==> config.mk <==
export PLATFORM = sky130hd
export DESIGN_NAME = dual_uart
export DESIGN_NICKNAME = d
export VERILOG_FILES = /design/src/hdl/dual_uart_pkg.sv /design/src/hdl/uart_buf_ram.sv /design/src/hdl/dual_uart.sv
export SDC_FILE = /design/constraint.sdc
export NUM_CORES = 2
export LEC_CHECK = 0
export BUFFER_PORTS_ARGS = -buffer_cell sky130_fd_sc_hd__buf_4
export CAP_MARGIN = 40
export CORE_MARGIN = 2
export CORE_UTILIZATION = 65
export DETAILED_ROUTE_END_ITERATION = 12
export PLACE_DENSITY = 0.83
export SYNTH_ARGS = -nofsm -noshare
export SYNTH_HDL_FRONTEND = slang
export SYNTH_SLANG_ARGS = --single-unit
==> constraint.sdc <==
create_clock -name aclk -period 7.1 [get_ports aclk]
set_input_delay 1.42 -clock aclk [delete_from_list [all_inputs] [get_ports aclk]]
set_output_delay 1.42 -clock aclk [all_outputs]
set_load 0.03 [all_outputs]
==> src/hdl/dual_uart_pkg.sv <==
// Functional notes
// - one reference clock times all logic and baud.
// - active-low aresetn input brings device up.
// - DTR1/RTS1 levels at reset pick mode.
// - mode 0: two ports, port 0 full modem.
// - mode 0: both ports flow control, RS485 indicator.
// - modes 1-3: only port 1 active.
// - transmit line idles high.
// - start, 8 data, optional parity, 1/2 stops.
// - baud from 1200 up to 9M.
// - separate transmit and receive buffers per port.
// - automatic flow control off after reset.
// - with flow on, start only while CTS low.
// - RTS low with room, high near full; code lowers RTS again only once the buffer is empty.
// - receive within 2%, transmit within 1%.
// - eight general purpose input/output lines.
// - DTR0 pulled low: DTR pins show sending.
// - DTR, RTS, CTS are active low.
package dual_uart_pkg;

  localparam longint CLK_HZ   = 64'd10_000_000;
  localparam longint DEF_BAUD = 64'd115200;
  localparam int     ACC_W    = 24;
  localparam logic [ACC_W-1:0] DEF_INC  =
    ACC_W'((DEF_BAUD << ACC_W) / CLK_HZ);
  localparam logic [ACC_W-1:0] ACC_HALF = 24'h800000;

  localparam int BUF_AW = 4;
  localparam logic [BUF_AW:0] NEAR_FULL = 5'h0C;
  localparam logic [BUF_AW:0] BUF_FULL  = 5'h10;
  localparam logic [1:0]      STRAP_WAIT = 2'h3;
  localparam logic [1:0]      MODE_DUAL  = 2'h0;

  localparam int ADDR_W = 8;
  localparam logic [7:0] OFF_CFG  = 8'h00;
  localparam logic [7:0] OFF_BAUD = 8'h04;
  localparam logic [7:0] OFF_TXD  = 8'h08;
  localparam logic [7:0] OFF_RXD  = 8'h0C;
  localparam logic [7:0] OFF_STAT = 8'h10;
  localparam logic [7:0] OFF_MODE = 8'h40;
  localparam logic [7:0] OFF_GPO  = 8'h44;
  localparam logic [7:0] OFF_GOE  = 8'h48;
  localparam logic [7:0] OFF_GPI  = 8'h4C;
  localparam logic [1:0] RESP_OK  = 2'h0;
  localparam logic [1:0] RESP_ERR = 2'h2;

  localparam int SY_RTS1 = 0;
  localparam int SY_DTR1 = 1;
  localparam int SY_DTR0 = 2;
  localparam int SY_RI0  = 3;
  localparam int SY_DCD0 = 4;
  localparam int SY_DSR0 = 5;
  localparam int SY_CTS0 = 6;
  localparam int SY_RXD0 = 8;
  localparam int SY_GPI  = 10;
  localparam int SYNC_W  = 18;

  typedef enum logic [2:0] {
    ST_IDLE, ST_START, ST_DATA, ST_PAR, ST_STOP
  } bit_st_t;

  typedef struct packed {
    logic rts;
    logic dtr;
    logic flow;
    logic two_stop;
    logic par_odd;
    logic par_en;
  } cfg_t;

  typedef struct packed {
    logic ri;
    logic dcd;
    logic dsr;
    logic cts;
    logic perr;
    logic ferr;
    logic ovr;
    logic rx_empty;
    logic tx_full;
    logic tx_busy;
  } stat_t;

  typedef struct packed {
    cfg_t              cfg;
    logic [ACC_W-1:0]  inc;
    bit_st_t           tx_st;
    logic [ACC_W-1:0]  tx_acc;
    logic [7:0]        tx_sh;
    logic [2:0]        tx_cnt;
    logic              tx_par;
    logic              txd;
    bit_st_t           rx_st;
    logic [ACC_W-1:0]  rx_acc;
    logic [7:0]        rx_sh;
    logic [2:0]        rx_cnt;
    logic              rx_prev;
    logic              ovr;
    logic              ferr;
    logic              perr;
    logic              rts_n;
    logic [BUF_AW:0]   twp;
    logic [BUF_AW:0]   trp;
    logic [BUF_AW:0]   rwp;
    logic [BUF_AW:0]   rrp;
  } port_t;

endpackage

==> src/hdl/uart_buf_ram.sv <==
`timescale 1ns/1ps
`default_nettype none
module uart_buf_ram #(
  parameter int DW = 8,
  parameter int AW = 4
) (
  input  wire logic          aclk,
  input  wire logic          we,
  input  wire logic [AW-1:0] waddr,
  input  wire logic [DW-1:0] wdata,
  input  wire logic [AW-1:0] raddr,
  output var  logic [DW-1:0] rdata
);

  logic [DW-1:0] mem [0:(1<<AW)-1];

  // bypass so a word pushed into an empty buffer is seen at once
  always_ff @(posedge aclk) begin
    if (we) begin
      mem[waddr] <= wdata;
    end
    if (we && waddr == raddr) begin
      rdata <= wdata;
    end else begin
      rdata <= mem[raddr];
    end
  end

endmodule // uart_buf_ram
`default_nettype wire

==> src/hdl/dual_uart.sv <==
`timescale 1ns/1ps
`default_nettype none
module dual_uart (
  input  wire logic        aclk,
  input  wire logic        aresetn,
  input  wire logic [7:0]  awaddr,
  input  wire logic        awvalid,
  output var  logic        awready,
  input  wire logic [31:0] wdata,
  input  wire logic [3:0]  wstrb,
  input  wire logic        wvalid,
  output var  logic        wready,
  output var  logic [1:0]  bresp,
  output var  logic        bvalid,
  input  wire logic        bready,
  input  wire logic [7:0]  araddr,
  input  wire logic        arvalid,
  output var  logic        arready,
  output var  logic [31:0] rdata,
  output var  logic [1:0]  rresp,
  output var  logic        rvalid,
  input  wire logic        rready,
  input  wire logic        rxd0,
  input  wire logic        rxd1,
  output var  logic        txd0,
  output var  logic        txd1,
  input  wire logic        cts0_n,
  input  wire logic        cts1_n,
  input  wire logic        dsr0_n,
  input  wire logic        dcd0_n,
  input  wire logic        ri0_n,
  output var  logic        rts0_n,
  input  wire logic        rts1_n_i,
  output var  logic        rts1_n_o,
  output var  logic        rts1_n_oe,
  input  wire logic        dtr0_n_i,
  output var  logic        dtr0_n_o,
  output var  logic        dtr0_n_oe,
  input  wire logic        dtr1_n_i,
  output var  logic        dtr1_n_o,
  output var  logic        dtr1_n_oe,
  input  wire logic [7:0]  gpio_i,
  output var  logic [7:0]  gpio_o,
  output var  logic [7:0]  gpio_oe
);

  typedef struct packed {
    dual_uart_pkg::port_t [1:0]           p;
    logic [dual_uart_pkg::SYNC_W-1:0]     s1;
    logic [dual_uart_pkg::SYNC_W-1:0]     s2;
    logic [1:0]                           mode;
    logic                                 tx_active_indicator_sel;
    logic [1:0]                           strap_cnt;
    logic                                 strap_done;
    logic [1:0]                           dtr_n;
    logic [7:0]                           gpo;
    logic [7:0]                           goe;
    logic                                 awready;
    logic                                 wready;
    logic                                 aw_have;
    logic                                 w_have;
    logic [7:0]                           awaddr;
    logic [31:0]                          wdata;
    logic [3:0]                           wstrb;
    logic                                 bvalid;
    logic [1:0]                           bresp;
    logic                                 arready;
    logic                                 rd_pend;
    logic [7:0]                           araddr;
    logic                                 rvalid;
    logic [1:0]                           rresp;
    logic [31:0]                          rdata;
  } state_t;

  localparam int AW = dual_uart_pkg::BUF_AW;

  function automatic logic [AW:0] fill(logic [AW:0] wp, logic [AW:0] rp);
    return wp - rp;
  endfunction

  function automatic logic [7:0] port_off(logic [7:0] a);
    return {3'h0, a[4:0]};
  endfunction

  function automatic state_t rst_val();
    state_t s;
    s = '0;
    s.s1 = '1;
    s.s2 = '1;
    s.dtr_n = '1;
    for (int i = 0; i < 2; i++) begin
      s.p[i].txd = 1'b1;
      s.p[i].rts_n = 1'b1;
      s.p[i].rx_prev = 1'b1;
      s.p[i].inc = dual_uart_pkg::DEF_INC;
    end
    return s;
  endfunction

  localparam state_t RST = rst_val();

  state_t r;
  state_t n;
  logic [dual_uart_pkg::SYNC_W-1:0] pins;
  logic [1:0]       tx_we;
  logic [1:0]       rx_we;
  logic [1:0][7:0]  rx_wd;
  logic [1:0][7:0]  tx_rd;
  logic [1:0][7:0]  rx_rd;

  assign pins = {gpio_i, rxd1, rxd0, cts1_n, cts0_n, dsr0_n, dcd0_n,
                 ri0_n, dtr0_n_i, dtr1_n_i, rts1_n_i};

  ////////////////////////////////////////////////////////////////////////
  // buffers: one transmit and one receive memory per port
  for (genvar g = 0; g < 2; g++) begin : g_buf
    uart_buf_ram #(.DW(8), .AW(AW)) u_tx (
      .aclk  (aclk),
      .we    (tx_we[g]),
      .waddr (r.p[g].twp[AW-1:0]),
      .wdata (r.wdata[7:0]),
      .raddr (r.p[g].trp[AW-1:0]),
      .rdata (tx_rd[g])
    );
    uart_buf_ram #(.DW(8), .AW(AW)) u_rx (
      .aclk  (aclk),
      .we    (rx_we[g]),
      .waddr (r.p[g].rwp[AW-1:0]),
      .wdata (rx_wd[g]),
      .raddr (r.p[g].rrp[AW-1:0]),
      .rdata (rx_rd[g])
    );
  end

  ////////////////////////////////////////////////////////////////////////
  always_comb begin
    logic        pi;
    logic        ok;
    logic        act;
    logic        rxd;
    logic        cts_n;
    logic [7:0]  off;
    logic [24:0] ts;
    logic [24:0] rs;
    logic [AW:0] rf;
    dual_uart_pkg::stat_t sv;
    pi = 1'b0;
    ok = 1'b1;
    act = 1'b0;
    rxd = 1'b1;
    cts_n = 1'b1;
    off = 8'h00;
    ts = '0;
    rs = '0;
    rf = '0;
    sv = '0;
    n = r;
    tx_we = '0;
    rx_we = '0;
    rx_wd = '0;
    n.s1 = pins;
    n.s2 = r.s1;

    // strap pins float during and just after reset, then become outputs
    if (!r.strap_done) begin
      n.strap_cnt = r.strap_cnt + 2'h1;
      if (r.strap_cnt == dual_uart_pkg::STRAP_WAIT) begin
        n.strap_done = 1'b1;
        n.mode = {~r.s2[dual_uart_pkg::SY_DTR1],
                  ~r.s2[dual_uart_pkg::SY_RTS1]};
        n.tx_active_indicator_sel = ~r.s2[dual_uart_pkg::SY_DTR0];
      end
    end

    // write channel
    if (awvalid && r.awready) begin
      n.aw_have = 1'b1;
      n.awaddr = awaddr;
    end
    if (wvalid && r.wready) begin
      n.w_have = 1'b1;
      n.wdata = wdata;
      n.wstrb = wstrb;
    end
    if (r.aw_have && r.w_have && !r.bvalid) begin
      n.aw_have = 1'b0;
      n.w_have = 1'b0;
      n.bvalid = 1'b1;
      if (r.awaddr >= dual_uart_pkg::OFF_MODE) begin
        unique case (r.awaddr)
          dual_uart_pkg::OFF_GPO: if (r.wstrb[0]) n.gpo = r.wdata[7:0];
          dual_uart_pkg::OFF_GOE: if (r.wstrb[0]) n.goe = r.wdata[7:0];
          dual_uart_pkg::OFF_MODE, dual_uart_pkg::OFF_GPI: ok = 1'b1;
          default: ok = 1'b0;
        endcase
      end else begin
        pi = r.awaddr[5];
        off = port_off(r.awaddr);
        unique case (off)
          dual_uart_pkg::OFF_CFG: begin
            if (r.wstrb[0]) n.p[pi].cfg = r.wdata[5:0];
          end
          dual_uart_pkg::OFF_BAUD: begin
            for (int b = 0; b < 3; b++) begin
              if (r.wstrb[b]) n.p[pi].inc[8*b +: 8] = r.wdata[8*b +: 8];
            end
          end
          dual_uart_pkg::OFF_TXD: begin
            // a full buffer refuses the byte rather than overwrite one
            if (fill(r.p[pi].twp, r.p[pi].trp) == dual_uart_pkg::BUF_FULL)
            begin
              ok = 1'b0;
            end else if (r.wstrb[0]) begin
              tx_we[pi] = 1'b1;
              n.p[pi].twp = r.p[pi].twp + 1'b1;
            end
          end
          dual_uart_pkg::OFF_RXD: ok = 1'b1;
          dual_uart_pkg::OFF_STAT: begin
            sv = r.wdata[9:0];
            if (r.wstrb[0] && sv.ovr) n.p[pi].ovr = 1'b0;
            if (r.wstrb[0] && sv.ferr) n.p[pi].ferr = 1'b0;
            if (r.wstrb[0] && sv.perr) n.p[pi].perr = 1'b0;
          end
          default: ok = 1'b0;
        endcase
      end
      n.bresp = ok ? dual_uart_pkg::RESP_OK : dual_uart_pkg::RESP_ERR;
    end
    if (r.bvalid && bready) n.bvalid = 1'b0;
    n.awready = !n.aw_have && !n.bvalid;
    n.wready = !n.w_have && !n.bvalid;

    // read channel: one cycle to let buffer data settle
    if (arvalid && r.arready) begin
      n.rd_pend = 1'b1;
      n.araddr = araddr;
    end
    if (r.rd_pend) begin
      n.rd_pend = 1'b0;
      n.rvalid = 1'b1;
      n.rresp = dual_uart_pkg::RESP_OK;
      n.rdata = '0;
      pi = r.araddr[5];
      off = port_off(r.araddr);
      sv = '0;
      sv.tx_busy = r.p[pi].tx_st != dual_uart_pkg::ST_IDLE;
      sv.tx_full = fill(r.p[pi].twp, r.p[pi].trp) ==
                   dual_uart_pkg::BUF_FULL;
      sv.rx_empty = fill(r.p[pi].rwp, r.p[pi].rrp) == '0;
      sv.ovr = r.p[pi].ovr;
      sv.ferr = r.p[pi].ferr;
      sv.perr = r.p[pi].perr;
      sv.cts = ~r.s2[dual_uart_pkg::SY_CTS0 + int'(pi)];
      if (!pi) begin
        sv.dsr = ~r.s2[dual_uart_pkg::SY_DSR0];
        sv.dcd = ~r.s2[dual_uart_pkg::SY_DCD0];
        sv.ri = ~r.s2[dual_uart_pkg::SY_RI0];
      end
      if (r.araddr >= dual_uart_pkg::OFF_MODE) begin
        unique case (r.araddr)
          dual_uart_pkg::OFF_MODE: n.rdata = {29'h0, r.tx_active_indicator_sel, r.mode};
          dual_uart_pkg::OFF_GPO: n.rdata = {24'h0, r.gpo};
          dual_uart_pkg::OFF_GOE: n.rdata = {24'h0, r.goe};
          dual_uart_pkg::OFF_GPI:
            n.rdata = {24'h0, r.s2[dual_uart_pkg::SY_GPI +: 8]};
          default: n.rresp = dual_uart_pkg::RESP_ERR;
        endcase
      end else begin
        unique case (off)
          dual_uart_pkg::OFF_CFG: n.rdata = {26'h0, r.p[pi].cfg};
          dual_uart_pkg::OFF_BAUD: n.rdata = {8'h00, r.p[pi].inc};
          dual_uart_pkg::OFF_TXD: n.rdata = '0;
          dual_uart_pkg::OFF_RXD: begin
            if (!sv.rx_empty) begin
              n.rdata = {23'h0, 1'b1, rx_rd[pi]};
              n.p[pi].rrp = r.p[pi].rrp + 1'b1;
            end
          end
          dual_uart_pkg::OFF_STAT: n.rdata = {22'h0, sv};
          default: n.rresp = dual_uart_pkg::RESP_ERR;
        endcase
      end
    end
    if (r.rvalid && rready) n.rvalid = 1'b0;
    n.arready = !n.rd_pend && !n.rvalid;

    // serial ports
    for (int i = 0; i < 2; i++) begin
      act = r.strap_done &&
            (i == 1 || r.mode == dual_uart_pkg::MODE_DUAL);
      rxd = r.s2[dual_uart_pkg::SY_RXD0 + i];
      cts_n = r.s2[dual_uart_pkg::SY_CTS0 + i];
      // phase accumulator: exact to one part in 2^24 of the clock
      ts = {1'b0, r.p[i].tx_acc} + {1'b0, r.p[i].inc};
      rs = {1'b0, r.p[i].rx_acc} + {1'b0, r.p[i].inc};
      n.p[i].tx_acc = ts[23:0];
      n.p[i].rx_acc = rs[23:0];

      unique case (r.p[i].tx_st)
        dual_uart_pkg::ST_IDLE: begin
          n.p[i].txd = 1'b1;
          if (act && fill(r.p[i].twp, r.p[i].trp) != '0 &&
              (!r.p[i].cfg.flow || !cts_n)) begin
            n.p[i].tx_st = dual_uart_pkg::ST_START;
            n.p[i].tx_acc = '0;
            n.p[i].trp = r.p[i].trp + 1'b1;
            n.p[i].tx_sh = tx_rd[i];
            n.p[i].tx_par = (^tx_rd[i]) ^ r.p[i].cfg.par_odd;
            n.p[i].txd = 1'b0;
          end
        end
        dual_uart_pkg::ST_START: begin
          if (ts[24]) begin
            n.p[i].tx_st = dual_uart_pkg::ST_DATA;
            n.p[i].txd = r.p[i].tx_sh[0];
            n.p[i].tx_sh = {1'b0, r.p[i].tx_sh[7:1]};
            n.p[i].tx_cnt = '0;
          end
        end
        dual_uart_pkg::ST_DATA: begin
          if (ts[24] && r.p[i].tx_cnt == 3'h7) begin
            n.p[i].tx_cnt = '0;
            if (r.p[i].cfg.par_en) begin
              n.p[i].tx_st = dual_uart_pkg::ST_PAR;
              n.p[i].txd = r.p[i].tx_par;
            end else begin
              n.p[i].tx_st = dual_uart_pkg::ST_STOP;
              n.p[i].txd = 1'b1;
            end
          end else if (ts[24]) begin
            n.p[i].txd = r.p[i].tx_sh[0];
            n.p[i].tx_sh = {1'b0, r.p[i].tx_sh[7:1]};
            n.p[i].tx_cnt = r.p[i].tx_cnt + 3'h1;
          end
        end
        dual_uart_pkg::ST_PAR: begin
          if (ts[24]) begin
            n.p[i].tx_st = dual_uart_pkg::ST_STOP;
            n.p[i].txd = 1'b1;
          end
        end
        dual_uart_pkg::ST_STOP: begin
          if (ts[24] && r.p[i].cfg.two_stop && r.p[i].tx_cnt == '0) begin
            n.p[i].tx_cnt = 3'h1;
          end else if (ts[24]) begin
            n.p[i].tx_st = dual_uart_pkg::ST_IDLE;
          end
        end
        default: n.p[i].tx_st = dual_uart_pkg::ST_IDLE;
      endcase

      n.p[i].rx_prev = rxd;
      unique case (r.p[i].rx_st)
        dual_uart_pkg::ST_IDLE: begin
          if (act && r.p[i].rx_prev && !rxd) begin
            // half a bit from the edge lands each sample mid-bit
            n.p[i].rx_st = dual_uart_pkg::ST_START;
            n.p[i].rx_acc = dual_uart_pkg::ACC_HALF;
          end
        end
        dual_uart_pkg::ST_START: begin
          if (rs[24]) begin
            n.p[i].rx_st = rxd ? dual_uart_pkg::ST_IDLE
                               : dual_uart_pkg::ST_DATA;
            n.p[i].rx_cnt = '0;
          end
        end
        dual_uart_pkg::ST_DATA: begin
          if (rs[24]) begin
            n.p[i].rx_sh = {rxd, r.p[i].rx_sh[7:1]};
            n.p[i].rx_cnt = r.p[i].rx_cnt + 3'h1;
            if (r.p[i].rx_cnt == 3'h7) begin
              n.p[i].rx_st = r.p[i].cfg.par_en ? dual_uart_pkg::ST_PAR
                                               : dual_uart_pkg::ST_STOP;
            end
          end
        end
        dual_uart_pkg::ST_PAR: begin
          if (rs[24]) begin
            n.p[i].rx_st = dual_uart_pkg::ST_STOP;
            if (rxd != ((^r.p[i].rx_sh) ^ r.p[i].cfg.par_odd)) begin
              n.p[i].perr = 1'b1;
            end
          end
        end
        dual_uart_pkg::ST_STOP: begin
          if (rs[24]) begin
            n.p[i].rx_st = dual_uart_pkg::ST_IDLE;
            if (!rxd) begin
              n.p[i].ferr = 1'b1;
            end else if (fill(r.p[i].rwp, r.p[i].rrp) ==
                         dual_uart_pkg::BUF_FULL) begin
              n.p[i].ovr = 1'b1;
            end else begin
              rx_we[i] = 1'b1;
              rx_wd[i] = r.p[i].rx_sh;
              n.p[i].rwp = r.p[i].rwp + 1'b1;
            end
          end
        end
        default: n.p[i].rx_st = dual_uart_pkg::ST_IDLE;
      endcase

      // hysteresis: drop request near full, raise again once drained
      rf = fill(r.p[i].rwp, r.p[i].rrp);
      if (!act) begin
        n.p[i].rts_n = 1'b1;
      end else if (!r.p[i].cfg.flow) begin
        n.p[i].rts_n = ~r.p[i].cfg.rts;
      end else if (rf >= dual_uart_pkg::NEAR_FULL) begin
        n.p[i].rts_n = 1'b1;
      end else if (rf == '0) begin
        n.p[i].rts_n = 1'b0;
      end
      if (!act) begin
        n.dtr_n[i] = n.tx_active_indicator_sel ? 1'b0 : 1'b1;
      end else if (n.tx_active_indicator_sel) begin
        n.dtr_n[i] = n.p[i].tx_st != dual_uart_pkg::ST_IDLE;
      end else begin
        n.dtr_n[i] = ~r.p[i].cfg.dtr;
      end
    end
  end

  always_ff @(posedge aclk) begin
    if (!aresetn) begin
      r <= RST;
    end else begin
      r <= n;
    end
  end

  ////////////////////////////////////////////////////////////////////////
  assign awready   = r.awready;
  assign wready    = r.wready;
  assign bvalid    = r.bvalid;
  assign bresp     = r.bresp;
  assign arready   = r.arready;
  assign rvalid    = r.rvalid;
  assign rresp     = r.rresp;
  assign rdata     = r.rdata;
  assign txd0      = r.p[0].txd;
  assign txd1      = r.p[1].txd;
  assign rts0_n    = r.p[0].rts_n;
  assign rts1_n_o  = r.p[1].rts_n;
  assign rts1_n_oe = r.strap_done;
  assign dtr0_n_o  = r.dtr_n[0];
  assign dtr0_n_oe = r.strap_done;
  assign dtr1_n_o  = r.dtr_n[1];
  assign dtr1_n_oe = r.strap_done;
  assign gpio_o    = r.gpo;
  assign gpio_oe   = r.goe;
endmodule // dual_uart
`default_nettype wire

**Word level (Yosys, flattened, before mapping)**

Memories as Yosys holds them, arrays and structs flattened. A register that Yosys moved wholly into a read port is not among the register bits.
Cells that the tools add are included.

- Mux-type cells: 231
- $add $sub $neg: 23
- Order comparisons: 9
- Bitwise operators: 16
- Equality and inequality tests: 43
- Reduce and logical (&&, ||, !) cells: 74

Operators by type and width:

| cell | count |
|---|---|
| 266-bit 2-to-1 mux | 27 |
| 266-bit bitwise mux | 9 |
| 133-bit demux with 1-bit select | 9 |
| 266-bit case mux with 4 select lines | 1 |
| 133-bit 2-to-1 mux | 3 |
| 127-bit 2-to-1 mux | 1 |
| 24-bit 2-to-1 mux | 5 |
| 119-bit 2-to-1 mux | 1 |
| 8-bit 2-to-1 mux | 14 |
| 111-bit 2-to-1 mux | 1 |
| 35-bit 2-to-1 mux | 3 |
| 24-bit by 24-bit adder with 25-bit output | 4 |
| 24-bit case mux with 4 select lines | 1 |
| 3-bit 2-to-1 mux | 30 |
| 11-bit 2-to-1 mux | 6 |
| 5-bit 2-to-1 mux | 13 |
| 8-bit by 7-bit equality test with 1-bit output, second input constant | 8 |
| 1-bit 2-to-1 mux | 63 |
| 20-bit 2-to-1 mux | 3 |
| 3-bit case mux with 5 select lines | 4 |
| 27-bit 2-to-1 mux | 2 |
| 8-bit case mux with 3 select lines | 2 |
| 5-bit subtractor | 7 |
| 2-bit 2-to-1 mux | 17 |
| other kinds (44) | 162 |

- Logic and storage cells: 476
- Register bits after elaboration: 413
- Memories: 4
- Input port bits: 77
- Memory bits (writable): 512

Memories:

| memory | words | width | rd ports | clocked after Yosys merged registers in | write ports | line | source |
|---|---|---|---|---|---|---|---|
| g_buf[0].u_rx.mem | 16 | 8 | 1 | 1 | 1 | uart_buf_ram.sv:15 | `logic [DW-1:0] mem [0:(1<<AW)-1];` |
| g_buf[0].u_tx.mem | 16 | 8 | 1 | 1 | 1 | uart_buf_ram.sv:15 |  |
| g_buf[1].u_rx.mem | 16 | 8 | 1 | 1 | 1 | uart_buf_ram.sv:15 |  |
| g_buf[1].u_tx.mem | 16 | 8 | 1 | 1 | 1 | uart_buf_ram.sv:15 |  |

**Logic depth before layout (Yosys ltp)**

- Word-level depth: 30
- Gate-level depth with buffers: 16

**Hierarchy**

A second synthesis with hierarchy kept.

- Cell total of the unflattened synthesis: 3,436
- Area total of the unflattened synthesis: 41,949.0 µm²

By module, submodules not included:

| module | cells an instance | area each (µm²) | instances | sequential area each (µm²) |
|---|---|---|---|---|
| dual_uart | 2,536 | 21,679.5 | 1 | 8,067.7 |
| uart_buf_ram | 225 | 5,067.4 | 4 | 3,923.8 |

**Worst setup path after synthesis**

OpenSTA, ideal clock, no wires.

- Path type: register to register
- From: reg r[89] (netlist bit)
- To: mem g_buf[1].u_tx.mem[0][0] (enable)
- Stages on the path, launching flop included: 14
- Data arrival time: 3.827 ns
- Setup slack: 2.889 ns
- Buffers on the path: 3
- Setup time: 0.383 ns
- Data required time: 6.717 ns
- Cells stage by stage: dfxtp_1 -> clkbuf_1 -> clkbuf_1 -> buf_1 -> mux2i_1 -> ha_1 -> nor2b_1 -> o21a_1 -> o211ai_1 -> o41ai_1 -> a41oi_2 -> nand4_1 -> or3_1 -> nor3_1

- Longest elaborated chain between the ends: 11

RTL lines:

| what | line | source |
|---|---|---|
| start, declared | dual_uart.sv:102 | `state_t r;` |
| start signal, assigned | dual_uart.sv:430 | `r <= n;` |
| parallel branches: the longest is 7 deep, another holds 5-bit subtractor | - |  |
| 2-bit 2-to-1 mux (*) | dual_uart.sv:189 | `if (r.awaddr >= dual_uart_pkg::OFF_MODE) begin` |
| 2-bit 2-to-1 mux (*) | dual_uart.sv:185 | `if (r.aw_have && r.w_have && !r.bvalid) begin` |
| 1-bit 2-to-1 mux (*) | uart_buf_ram.sv:19 | `if (we) begin` |
| 1-bit 2-to-1 mux (not written as such) (*) | uart_buf_ram.sv:20 | `mem[waddr] <= wdata;` |
| end, declared | uart_buf_ram.sv:15 |  |

Every way passes the cells marked *. The select of a mux whose other input is x is not followed.

==> summary.md <==
| Metric | Value |
|---|---|
| Max Fclk | 223 MHz |
| IO Port Bufs | 123 |
| Async set-or-reset flop fraction in the synthesized netlist | 0 |
| Critical path class | reg2reg |
| Worst VDD drop | 0.172 mV |
| Worst Path Arrival | ~4800 ps |
| Synthesis-to-finish area growth | 11.3% |
| Die width | 259 um |
| Required time of the worst setup path | 7460 ps |
| Synth top area cells | edfxtp_1, dfxtp_1, mux4_2 |
| WL final | 110000 um |
| Via/cell ratio | around 6.6 |
| Post-synthesis sequential area ratio | 0.563 |
| Total number of vias | between 20000 and 30000 |
| RSZ-0062 raised after global routing | no |
| FP Rows | 93 |
| DP Worst Slack | roughly 2800 ps |
| Top post-synthesis cells by count | edfxtp_1, dfxtp_1, nand2_1 |
| Post-route cell area | 46900 sq um |
| Mapped cell area | about 42000 sq um |
| Syn avg cell area | 12.2 sq um |
| Clk sinks | 931 |
| Initial antenna violation count | 0 |
| Layout cell share with drive strength beyond 1 | 0.149 |
| Max Cap Viol | 0 |
| Critical Path Start Type | flop |
| Vias in the first global route | 29058 |
| First-pass DRT Iterations | 9 |
| First-pass GRT wire length | around 170000 um |
| Nets | 3768 |
| Most frequent cell after synthesis | edfxtp_1 |
| HP Class | reg2reg |
| Setup violators final | 0 |
| Remaining global-route overflow | 0 |
| Synth area leader | edfxtp_1 |
| Die Height | approximately 260 um |
| Final core occ | 0.729 |
| Pwr/cell area | between 200 and 300 nW/um^2 |
| Core footprint | 64300 sq um |
| Gr usage total | 0.326 |
| Avg WL per Cell | around 25 um |
| Die area | 67000 sq um |
| Clock tree buffer depth | 3 |
| Setup TNS | 0 ps |
| Synth top area share | 0.364 |
| Final hold viol count | 0 |
| H-tree Lvls | 3 |
| Hold buffer count at cts | 0 |
| Status | finished, final reports clean |
| Pin count of the biggest net entering global routing | between 70 and 80 |
| Worst setup EP type | flop |
| Post-CTS Setup Bufs | 0 |
| CP max FO | 16 |
| Synth unique cells | 91 |
| Number of synthesized flops with an enable pin | 512 |
| Routed Antenna Nets | 0 |
| Post-DP HPWL | 73100 um |
| Clk_lat worst skew | 660 ps |
| Drc violations | 0 |
| Final Cycle Share | 0.631 |
| Skew final | 22.0 ps |
| Root Buffer | clkbuf_16 |
| Placer congestion estimate | 0.936 |
| Hold Path Origin | r[290]$_SDFF_PN0_ |
| Relative slew slack | 0.383 |
| Starting Density | 0.656 |
| Yosys reg bits | 931 |
| Resized Gates After CTS | 0 |
| CTS Buf Count | 93 |
| Final worst slack | 2620 ps |
| I/O pins | 143 |
| CTS tree | yes |
| Fin crit period | around 4500 ps |
| Max-slew violations | 0 |
| Worst slew pin tran | 926 ps |
| Mapped Cells | between 3000 and 4000 |
| Leak | about 0.017 uW |
| Main synth FF type | edfxtp_1 |
| Initial DRC Count | between 3000 and 4000 |
| CTS clk-pin slew, worst paths | 70 ps |
| Post-DP Area | approximately 44000 sq um |
| Yosys warnings | 0 |
==> logic make-up after synthesis <==
group / count (synthesis) / synth area share
AO/OA/AOI/OAI: 600 / 0.0941
AND/OR/NAND/NOR: 1071 / 0.118
XOR/XNOR: 138 / 0.0290
buffers and inverters: 286 / 0.0324
multiplexers: 293 / 0.118
adder cells (fa/ha/maj): 151 / 0.0455
flip-flops: 931 / 0.563
other: 1 / 0.0000889
==> area by class of cell <==
cell class | instances | area, sq um
Antenna cell | 1 | 2.50
Clock buffer | 122 | 2640
Clock inverter | 54 | 721
Fill cell | 4000 | 17400
Inverter | 79 | 302
Multi-Input combinational cell | 2263 | 17100
Sequential cell | 931 | 23800
Tap cell | 855 | 1070
Timing Repair Buffer | 172 | 1330
==> power breakdown <==
group	switching, uW	total, uW	leakage (uW)	internal, uW
combinational	907	1490	0.00743	581
clock	2150	5340	0.00166	3190
sequential	88.2	5910	0.00820	5820
==> registers in the layout (all words and copies together) (netlist names), 8 cells and up, named ones only <==
register        cells
rdata              24
gpio_o              8
n                  20
g_buf.u_tx.mem    256
r                 259
g_buf.u_rx.mem    256
gpio_oe             8
==> routing by layer <==
layer | track usage | wire (um) | share of wire | vias to the layer above
met5 | 0 | 0 | 0 | -
met4 | 0.132 | 4330 | 0.039 | 0
met3 | 0.0636 | 11100 | 0.10 | 327
met2 | 0.513 | 50600 | 0.46 | 1732
met1 | 0.451 | 43800 | 0.40 | 14455
li1 | - | - | - | 12918
==> critical path, cell delays in order (launching register included) <==
cell	delay [ps]
dfxtp_1	400
ha_1	240
fa_1	230
a21oi_1	110
o21bai_1	360
a211oi_1	200
o221ai_1	290
nand3_1	210
o21a_1	360
nor2_2	540
nand2_1	270
nor3_1	650
buf_2	310
==> layout by cell type, fill, tap and decap left out, types with 23 or more instances in the layout <==
| cell type | count |
|---|---|
| edfxtp_1 | 512 |
| dfxtp_1 | 415 |
| nand2_1 | 342 |
| nor2_1 | 326 |
| a21oi_1 | 215 |
| buf_4 | 157 |
| ha_1 | 147 |
| mux4_2 | 134 |
| mux2i_1 | 115 |
| clkbuf_16 | 98 |
| xnor2_1 | 80 |
| o21ai_0 | 79 |
| inv_1 | 76 |
| nand3_1 | 65 |
| nand2b_1 | 65 |
| a21o_1 | 58 |
| xor2_1 | 56 |
| nor3_1 | 55 |
| and2_1 | 47 |
| nor2b_1 | 34 |
| a22oi_1 | 30 |
| and3_1 | 28 |
| o21a_1 | 25 |
| mux2_2 | 23 |
==> final timing paths <==
path	end	slack, ps	cells past startpoint
worst max-delay path	g_buf[1].u_rx.mem[1][7]$_DFFE_PP_	2620	12
worst min-delay path	flop	400	0
worst max register to register	g_buf[1].u_rx.mem[1][7]$_DFFE_PP_	2620	12
worst min register to register	flop	400	0
==> per-stage QoR <==
stage	cells	power (uW)	hold slack [ps]
2_1_floorplan	3480	7100	350
6_report	4477	12700	400
4_1_cts	4473	12700	395
3_5_place_dp	4297	7450	392
5_1_grt	4476	13100	404
3_3_place_gp	4277	7360	377
No activity file was read; power rests on OpenSTA's default activity.
